## config.mk

```make
export PLATFORM = sky130hd
export DESIGN_NAME = strap_mode_config_decoder
export DESIGN_NICKNAME = d
export VERILOG_FILES = /design/src/hdl/strap_cfg_pkg.sv /design/src/hdl/adv_decode.sv /design/src/hdl/strap_mode_config_decoder.sv
export SDC_FILE = /design/constraint.sdc
export NUM_CORES = 1
export LEC_CHECK = 0
export CAP_MARGIN = 30
export CORE_MARGIN = 1
export CORE_UTILIZATION = 35
export CTS_BUF_LIST = sky130_fd_sc_hd__clkbuf_8
export DETAILED_ROUTE_END_ITERATION = 6
export DONT_BUFFER_PORTS = 1
export SYNTH_ARGS = -nofsm -noshare
export SYNTH_HDL_FRONTEND = slang
export SYNTH_SLANG_ARGS = --single-unit
export TNS_END_PERCENT = 20
```

## constraint.sdc

```tcl
create_clock -name CLK -period 3.7 [get_ports CLK]
set_input_delay 0.555 -clock CLK [delete_from_list [all_inputs] [get_ports CLK]]
set_output_delay 0.555 -clock CLK [all_outputs]
set_load 0.01 [all_outputs]
```

## src/hdl/strap_cfg_pkg.sv

```systemverilog
// Purpose: constants for the strap configuration decoder
// Assumes: five-bit mode strap, four ports, two LEDs per port
// Notes: register offsets are byte addresses on APB
package strap_cfg_pkg;
  localparam int NUM_PORTS = 4;
  localparam int LEDS_PER_PORT = 2;
  localparam int NUM_LEDS = 8;
  localparam logic [4:0] MODE_GIG_S_ALL = 5'h18;
  localparam logic [4:0] MODE_GIG_M_ALL = 5'h19;
  localparam logic [4:0] MODE_GIG_S_ONLY = 5'h1A;
  localparam logic [4:0] MODE_GIG_M_ONLY = 5'h1B;
  localparam logic [4:0] MODE_FAST_FH_EEE = 5'h1C;
  localparam logic [4:0] MODE_FAST_F_EEE = 5'h1D;
  localparam logic [4:0] MODE_FAST_TEN_EEE = 5'h1F;
  localparam logic [4:0] MODE_FAST_F = 5'h15;
  localparam logic [4:0] MODE_FAST_H = 5'h16;
  localparam logic [4:0] MODE_FAST_TEN = 5'h17;
  // advertisement word bit positions
  localparam int ADV_GIG_FD = 0;
  localparam int ADV_GIG_MULTI = 1;
  localparam int ADV_GIG_EEE = 2;
  localparam int ADV_FAST_FD = 3;
  localparam int ADV_FAST_HD = 4;
  localparam int ADV_FAST_EEE = 5;
  localparam int ADV_TEN_FD = 6;
  localparam int ADV_TEN_HD = 7;
  localparam int ADV_PAUSE = 8;
  localparam int ADV_CAT5 = 9;
  localparam int ADV_XOVER = 10;
  localparam int ADV_GIG_HD = 11;
  localparam int ADV_VALID = 12;
  localparam int ADV_W = 13;
  // register byte offsets
  localparam logic [11:0] OFS_ADV = 12'h000;
  localparam logic [11:0] OFS_ADDR = 12'h004;
  localparam logic [11:0] OFS_LED = 12'h008;
  localparam logic [11:0] OFS_CTRL = 12'h00C;
  localparam logic [11:0] OFS_RAW = 12'h010;
  // field positions in the address, LED and control registers
  localparam int ADDR_PORT_W = 5;
  localparam int ADDR_BCAST_BIT = 20;
  localparam int LED_STYLE_BIT = 8;
  localparam int CTRL_BCAST_BIT = 0;
  localparam int CTRL_POL_LSB = 8;
  localparam logic [31:0] RD_ZERO = 32'h0000_0000;
endpackage

```

## src/hdl/adv_decode.sv

```systemverilog
// Purpose: combinational decode of the mode strap into an advertisement set
// Assumes: code held stable by the caller
// Notes: reserved codes decode to all zero with the valid bit clear
`timescale 1ns/10ps
module adv_decode
  import strap_cfg_pkg::*;
(
  // mode in
  input wire logic [4:0] mode_code,
  // advertisement out
  output logic [ADV_W-1:0] adv
);
  always_comb begin
    adv = '0;
    adv[ADV_VALID] = 1'b1;
    adv[ADV_PAUSE] = 1'b1;
    adv[ADV_XOVER] = 1'b1;
    unique case (mode_code)
      MODE_GIG_S_ALL, MODE_GIG_M_ALL: begin
        adv[ADV_GIG_FD] = 1'b1;
        adv[ADV_GIG_MULTI] = mode_code[0];
        adv[ADV_GIG_EEE] = 1'b1;
        adv[ADV_FAST_FD] = 1'b1;
        adv[ADV_FAST_HD] = 1'b1;
        adv[ADV_FAST_EEE] = 1'b1;
        adv[ADV_TEN_FD] = 1'b1;
        adv[ADV_TEN_HD] = 1'b1;
        adv[ADV_CAT5] = 1'b1;
      end
      MODE_GIG_S_ONLY, MODE_GIG_M_ONLY: begin
        adv[ADV_GIG_FD] = 1'b1;
        adv[ADV_GIG_MULTI] = mode_code[0];
        adv[ADV_GIG_EEE] = 1'b1;
      end
      MODE_FAST_FH_EEE, MODE_FAST_F_EEE: begin
        adv[ADV_FAST_FD] = 1'b1;
        adv[ADV_FAST_HD] = ~mode_code[0];
        adv[ADV_FAST_EEE] = 1'b1;
      end
      MODE_FAST_TEN_EEE: begin
        adv[ADV_FAST_FD] = 1'b1;
        adv[ADV_FAST_HD] = 1'b1;
        adv[ADV_FAST_EEE] = 1'b1;
        adv[ADV_TEN_FD] = 1'b1;
        adv[ADV_TEN_HD] = 1'b1;
        adv[ADV_CAT5] = 1'b1;
      end
      MODE_FAST_F: adv[ADV_FAST_FD] = 1'b1;
      MODE_FAST_H: adv[ADV_FAST_HD] = 1'b1;
      MODE_FAST_TEN: begin
        adv[ADV_FAST_FD] = 1'b1;
        adv[ADV_FAST_HD] = 1'b1;
        adv[ADV_TEN_FD] = 1'b1;
        adv[ADV_TEN_HD] = 1'b1;
      end
      // other codes are outside this decoder or reserved
      default: adv = '0;
    endcase
    adv[ADV_GIG_HD] = 1'b0;
  end
endmodule

```

## src/hdl/strap_mode_config_decoder.sv

```systemverilog
// Purpose: latch board straps at reset release and decode port defaults
// Assumes: strap pins synchronous to CLK and settled during reset
// Notes: straps captured once, on the first edge after reset release
//
// Overview of operation
// - code 11000: full set, gig single-port
// - code 11001: same set, gig multi-port
// - 11010/11011: gig full with EEE only
// - 11100/11101: fast ethernet with EEE, no gig
// - 11111: fast and ten, EEE, cat5, no gig
// - 10101/10110/10111: fast/ten without EEE
// - port addresses are base plus 0..3
// - broadcast strap low enables address zero
// - style strap 0 tri-colour, 1 individual
// - style latched at reset, shared by all LEDs
// - polarity straps set each LED default level
// - dual-use LED pin takes inverted strap polarity
// - gigabit half duplex never advertised
`timescale 1ns/10ps
module strap_mode_config_decoder
  import strap_cfg_pkg::*;
(
  // clock and reset
  input wire logic CLK,
  input wire logic RESET,
  // board straps
  input wire logic [4:0] MODE_STRAP,
  input wire logic [4:0] MGMT_BASE_ADDRESS,
  input wire logic BROADCAST_ADDRESS_STRAP,
  input wire logic LED_STYLE_STRAP,
  input wire logic [NUM_LEDS-1:0] LED_POLARITY_STRAP,
  input wire logic [NUM_LEDS-1:0] LED_DUAL_USE,
  // apb slave
  input wire logic PSEL,
  input wire logic PENABLE,
  input wire logic PWRITE,
  input wire logic [11:0] PADDR,
  input wire logic [31:0] PWDATA,
  input wire logic [3:0] PSTRB,
  output logic [31:0] PRDATA,
  output logic PREADY,
  output logic PSLVERR,
  // decoded defaults
  output logic CONFIG_VALID,
  output logic [ADV_W-1:0] ADVERTISE,
  output logic [4*NUM_PORTS-1:0] PORT_MGMT_ADDRESS_LO,
  output logic [NUM_PORTS-1:0] PORT_MGMT_ADDRESS_HI,
  output logic ADDR_ZERO_ENABLE,
  output logic TRI_COLOUR_LED,
  output logic [NUM_LEDS-1:0] LED_ACTIVE_HIGH
);
  typedef struct packed {
    logic captured;
    logic [4:0] mode;
    logic [4:0] base;
    logic bcast;
    logic style;
    logic [NUM_LEDS-1:0] pol;
    logic [ADV_W-1:0] adv;
    logic [4*NUM_PORTS-1:0] addr_lo;
    logic [NUM_PORTS-1:0] addr_hi;
    logic addr_zero_en;
    logic [NUM_LEDS-1:0] led_pol;
    logic tri_led;
    logic [31:0] prdata;
    logic pready;
    logic pslverr;
  } state_t;

  state_t s_q;
  state_t s_d;
  logic [ADV_W-1:0] adv_dec;

  // port addresses wrap modulo 32 like the five-bit field itself
  function automatic logic [4:0] port_addr(input logic [4:0] base, input int idx);
    port_addr = base + idx[4:0];
  endfunction

  function automatic logic [31:0] addr_word(input state_t s);
    logic [31:0] w;
    w = '0;
    for (int p = 0; p < NUM_PORTS; p++) begin
      w[p*ADDR_PORT_W +: ADDR_PORT_W] = {s.addr_hi[p], s.addr_lo[p*4 +: 4]};
    end
    w[ADDR_BCAST_BIT] = s.addr_zero_en;
    return w;
  endfunction

  adv_decode u_adv (
    .mode_code(s_q.mode),
    .adv(adv_dec)
  );

  always_comb begin
    logic [4:0] a;
    logic acc;
    logic wr;
    a = '0;
    s_d = s_q;
    // one wait state: data registered in the first access cycle
    acc = PSEL && PENABLE && !s_q.pready;
    // writes land only at the edge where pready is seen high
    wr = PSEL && PENABLE && s_q.pready && PWRITE;
    // capture once after release; later strap motion is ignored
    if (!s_q.captured) begin
      s_d.captured = 1'b1;
      s_d.mode = MODE_STRAP;
      s_d.base = MGMT_BASE_ADDRESS;
      s_d.bcast = BROADCAST_ADDRESS_STRAP;
      s_d.style = LED_STYLE_STRAP;
      s_d.tri_led = ~LED_STYLE_STRAP;
      for (int i = 0; i < NUM_LEDS; i++) begin
        // led doubling as a strap: its pull sets the opposite level
        s_d.pol[i] = LED_DUAL_USE[i] ? ~LED_POLARITY_STRAP[i] : LED_POLARITY_STRAP[i];
      end
    end
    // decoded defaults follow the latched straps one cycle later
    s_d.adv = adv_dec;
    for (int p = 0; p < NUM_PORTS; p++) begin
      a = port_addr(s_q.base, p);
      s_d.addr_lo[p*4 +: 4] = a[3:0];
      s_d.addr_hi[p] = a[4];
    end
    // inverted sense between pin and enable
    if (!s_q.captured) begin
      s_d.addr_zero_en = ~BROADCAST_ADDRESS_STRAP;
      s_d.led_pol = s_d.pol;
    end
    s_d.pready = 1'b0;
    s_d.pslverr = 1'b0;
    if (wr && PADDR == OFS_CTRL) begin
      if (PSTRB[0]) begin
        s_d.addr_zero_en = PWDATA[CTRL_BCAST_BIT];
      end
      if (PSTRB[1]) begin
        s_d.led_pol = PWDATA[CTRL_POL_LSB +: NUM_LEDS];
      end
    end
    if (acc) begin
      s_d.pready = 1'b1;
      s_d.prdata = RD_ZERO;
      unique case (PADDR)
        OFS_ADV: s_d.prdata = {{(32-ADV_W){1'b0}}, s_q.adv};
        OFS_ADDR: s_d.prdata = addr_word(s_q);
        OFS_LED: s_d.prdata = {{(32-LED_STYLE_BIT-1){1'b0}}, s_q.style, s_q.led_pol};
        OFS_CTRL: begin
          s_d.prdata = {{(32-CTRL_POL_LSB-NUM_LEDS){1'b0}}, s_q.led_pol,
                        {(CTRL_POL_LSB-1){1'b0}}, s_q.addr_zero_en};
        end
        OFS_RAW: s_d.prdata = {20'h00000, s_q.bcast, s_q.style, s_q.base, s_q.mode};
        default: s_d.pslverr = 1'b1;
      endcase
      if (PWRITE) begin
        s_d.prdata = RD_ZERO;
      end
    end
  end

  always_ff @(posedge CLK or posedge RESET) begin
    if (RESET) begin
      s_q <= '0;
    end else begin
      s_q <= s_d;
    end
  end

  assign PRDATA = s_q.prdata;
  assign PREADY = s_q.pready;
  assign PSLVERR = s_q.pslverr;
  assign CONFIG_VALID = s_q.adv[ADV_VALID];
  assign ADVERTISE = s_q.adv;
  assign PORT_MGMT_ADDRESS_LO = s_q.addr_lo;
  assign PORT_MGMT_ADDRESS_HI = s_q.addr_hi;
  assign ADDR_ZERO_ENABLE = s_q.addr_zero_en;
  assign TRI_COLOUR_LED = s_q.tri_led;
  assign LED_ACTIVE_HIGH = s_q.led_pol;
endmodule

```

==> metrics.txt <==
status=finished, final reports clean; crit path launch type=input pin; DP HPWL=7140 um; met3 wire length=around 1100 um; Slew headroom=0.603; Worst Max-Slew Pin Slew=593 ps; clock-pin slew on the worst setup and hold paths=80 ps; most frequent cells in the layout=dfrtp_1, nand2_1, mux2_2, o21ai_0, inv_1; Worst R2R End=LED_ACTIVE_HIGH[2]$_DFF_PP0_; Reg2Reg Depth=4; Leak=1.64 nW; wl on met1=between 3000 and 4000 um; dpl ws=967 ps; R2R Path Start=PREADY$_DFF_PP0_; Crit Path Category=input pin to register; die area=11700 um^2; Tot Pwr=between 1.5 and 2 mW; number of synthesized flops with an enable pin=0; Final WS setup=approximately 1300 ps; Peak VDD IR=0.000219 V; post-CTS setup buffers=0; fill count=about 1.1k; area of the multi-input gates=1480 um^2; Top Metal Used=met4; Pre-antenna DRT Iters=4; via count=roughly 2.4k; Area contributors post-synth=dfrtp_1, buf_4, mux2_2; CORE AREA=between 10000 and 15000 um^2; asr flop ratio synth=1.00; Area Growth Syn to Fin=-3.43%; Iter 0 DRT Violations=184; drt via density=5.25; endpoints failing hold=0; HP Class=input pin to async pin; clock tree buffer depth=2; CTS root buf=clkbuf_8; DR DRC count=0; Synth area leader=dfrtp_1; unrepaired setup endpoints after global routing=false; antenna violations before repair=0; Final Max Tran Viols=0; htree depth=3; commonest non-fill, non-tap cell in the layout=dfrtp_1; final setup skew=6.60 ps; final WL=slightly above 9000 um; vias in the first global route=2296; PwrDens=500 nW/um^2; gpl congestion=~0.85; Yosys Warn Count=0; clock sink count=72; final core area utilization=0.349; FF/Latch Area=between 1500 and 2000 um^2; synthesized instance count=379; TritonCTS Buffers=9; post-synth top area share=0.457; endpoints failing setup=0; wire per inst=20.1 um; post-route minimum period=2360 ps; first-pass GRT wire length=about 14000 um; sequential-to-total area share from yosys stat=0.457; Post-CTS Resized=0; number of I/O pins=159; largest net degree at the start of global routing=45; Post-Synthesis Cell Area=3940 um^2; Overall Global Routing Usage=0.165; fin nets=around 400; # port buffers=0; met2 routed WL=4120 um; R2R Setup Slk=1780 ps; setup total negative slack=0 ps; Starting Density=0.362; Tcrit/Tclk final=0.637; die height=roughly 110 um; Die Width=108 um; Seq cells post-synth=72; max frequency=between 400 and 500 MHz; Antenna Cells=0; post-synth cell types=50; Crit path required time=3930 ps; CTS tree=yes; Syn Area/Cell=10.4 um^2; Synth Flop Type=dfrtp_1; Critical Path AT=2590 ps; GR Overflow Total=0; Max-Cap Viols=0; Detail Route Antenna Nets=0; layout cells sized above 1=0.157; Hold-fix buffers, CTS=0; Worst-Skew Late Latency=350 ps; Critical Path Fanout Max=16; crit path capture type=register; FP Rows=38
worst max-delay path, cell delays in order:
cell and delay (ps):
or4_1 750, nor3_4 230, buf_4 240, and3_1 420
mux2_2 390
state kept, by name (all words and copies together) (netlist names):
register,flops
PSLVERR,1
ADVERTISE,8
LED_ACTIVE_HIGH,8
s_q,13
PORT_MGMT_ADDRESS_HI,4
TRI_COLOUR_LED,1
PORT_MGMT_ADDRESS_LO,14
PREADY,1
PRDATA,21
ADDR_ZERO_ENABLE,1
cell families after synthesis:
| logic type | share of synthesized area |
|---|---|
| flops | 0.457 |
| simple gates | 0.103 |
| buf+inv | 0.178 |
| xor+xnor | 0.0356 |
| fa+ha+maj | 0.0127 |
| compound gates | 0.118 |
| other cells | 0.00191 |
| mux | 0.0943 |
how the worst max path moves through the flow:
| stage | startpoint | end |
|---|---|---|
| after floorplan | RESET | ADDR_ZERO_ENABLE$_DFF_PP0_ |
| after global placement | PADDR[9] | LED_ACTIVE_HIGH[3]$_DFF_PP0_ |
| after detailed placement | PADDR[9] | LED_ACTIVE_HIGH[2]$_DFF_PP0_ |
| after CTS | PADDR[9] | LED_ACTIVE_HIGH[2]$_DFF_PP0_ |
| after global routing | PADDR[9] | LED_ACTIVE_HIGH[4]$_DFF_PP0_ |
| final | PADDR[9] | LED_ACTIVE_HIGH[2]$_DFF_PP0_ |
layout make-up:
| type | instances | area share |
|---|---|---|
| Sequential cell | 72 | 0.474 |
| Inverter | 18 | 0.0178 |
| Timing Repair Buffer | 4 | 0.00987 |
| Multi-Input combinational cell | 208 | 0.389 |
| Clock buffer | 9 | 0.0326 |
| Clock inverter | 7 | 0.0316 |
| Tap cell | 140 | 0.0460 |
per-stage QoR:
stage / cell area (um^2) / hold slack [ps] / instances
6_report: 3800 / 147 / 458
5_1_grt: 3800 / 178 / 458
4_1_cts: 3800 / 148 / 458
3_5_place_dp: 3560 / 483 / 442
3_3_place_gp: 3550 / 479 / 441
2_1_floorplan: 3980 / 352 / 390
Yosys cell counts (all sizes together) (3+ instances only):
cell     number
nor4          4
o22ai         3
xor2         11
or3           3
a21oi        15
mux2         21
nor2         13
a32o          5
o21ai        19
clkbuf       11
a32oi         3
mux2i         9
nor3          5
a22oi        10
xnor2         5
nand3         6
nand2        26
o2bb2ai       3
and2          3
buf          81
inv          18
or4           3
ha            4
dfrtp        72
nor2b         3
power breakdown:
part | internal [mW] | switching, mW
clock network | 0.447 | 0.303
logic | 0.0802 | 0.0923
registers | 0.853 | 0.127
metal layers:
metal  up-vias  track usage
met5         -            0
met4         0       0.0734
met3        15       0.0729
met2       120        0.235
met1      1175        0.213
li1       1093            -
(Power assumes the default switching activity.)
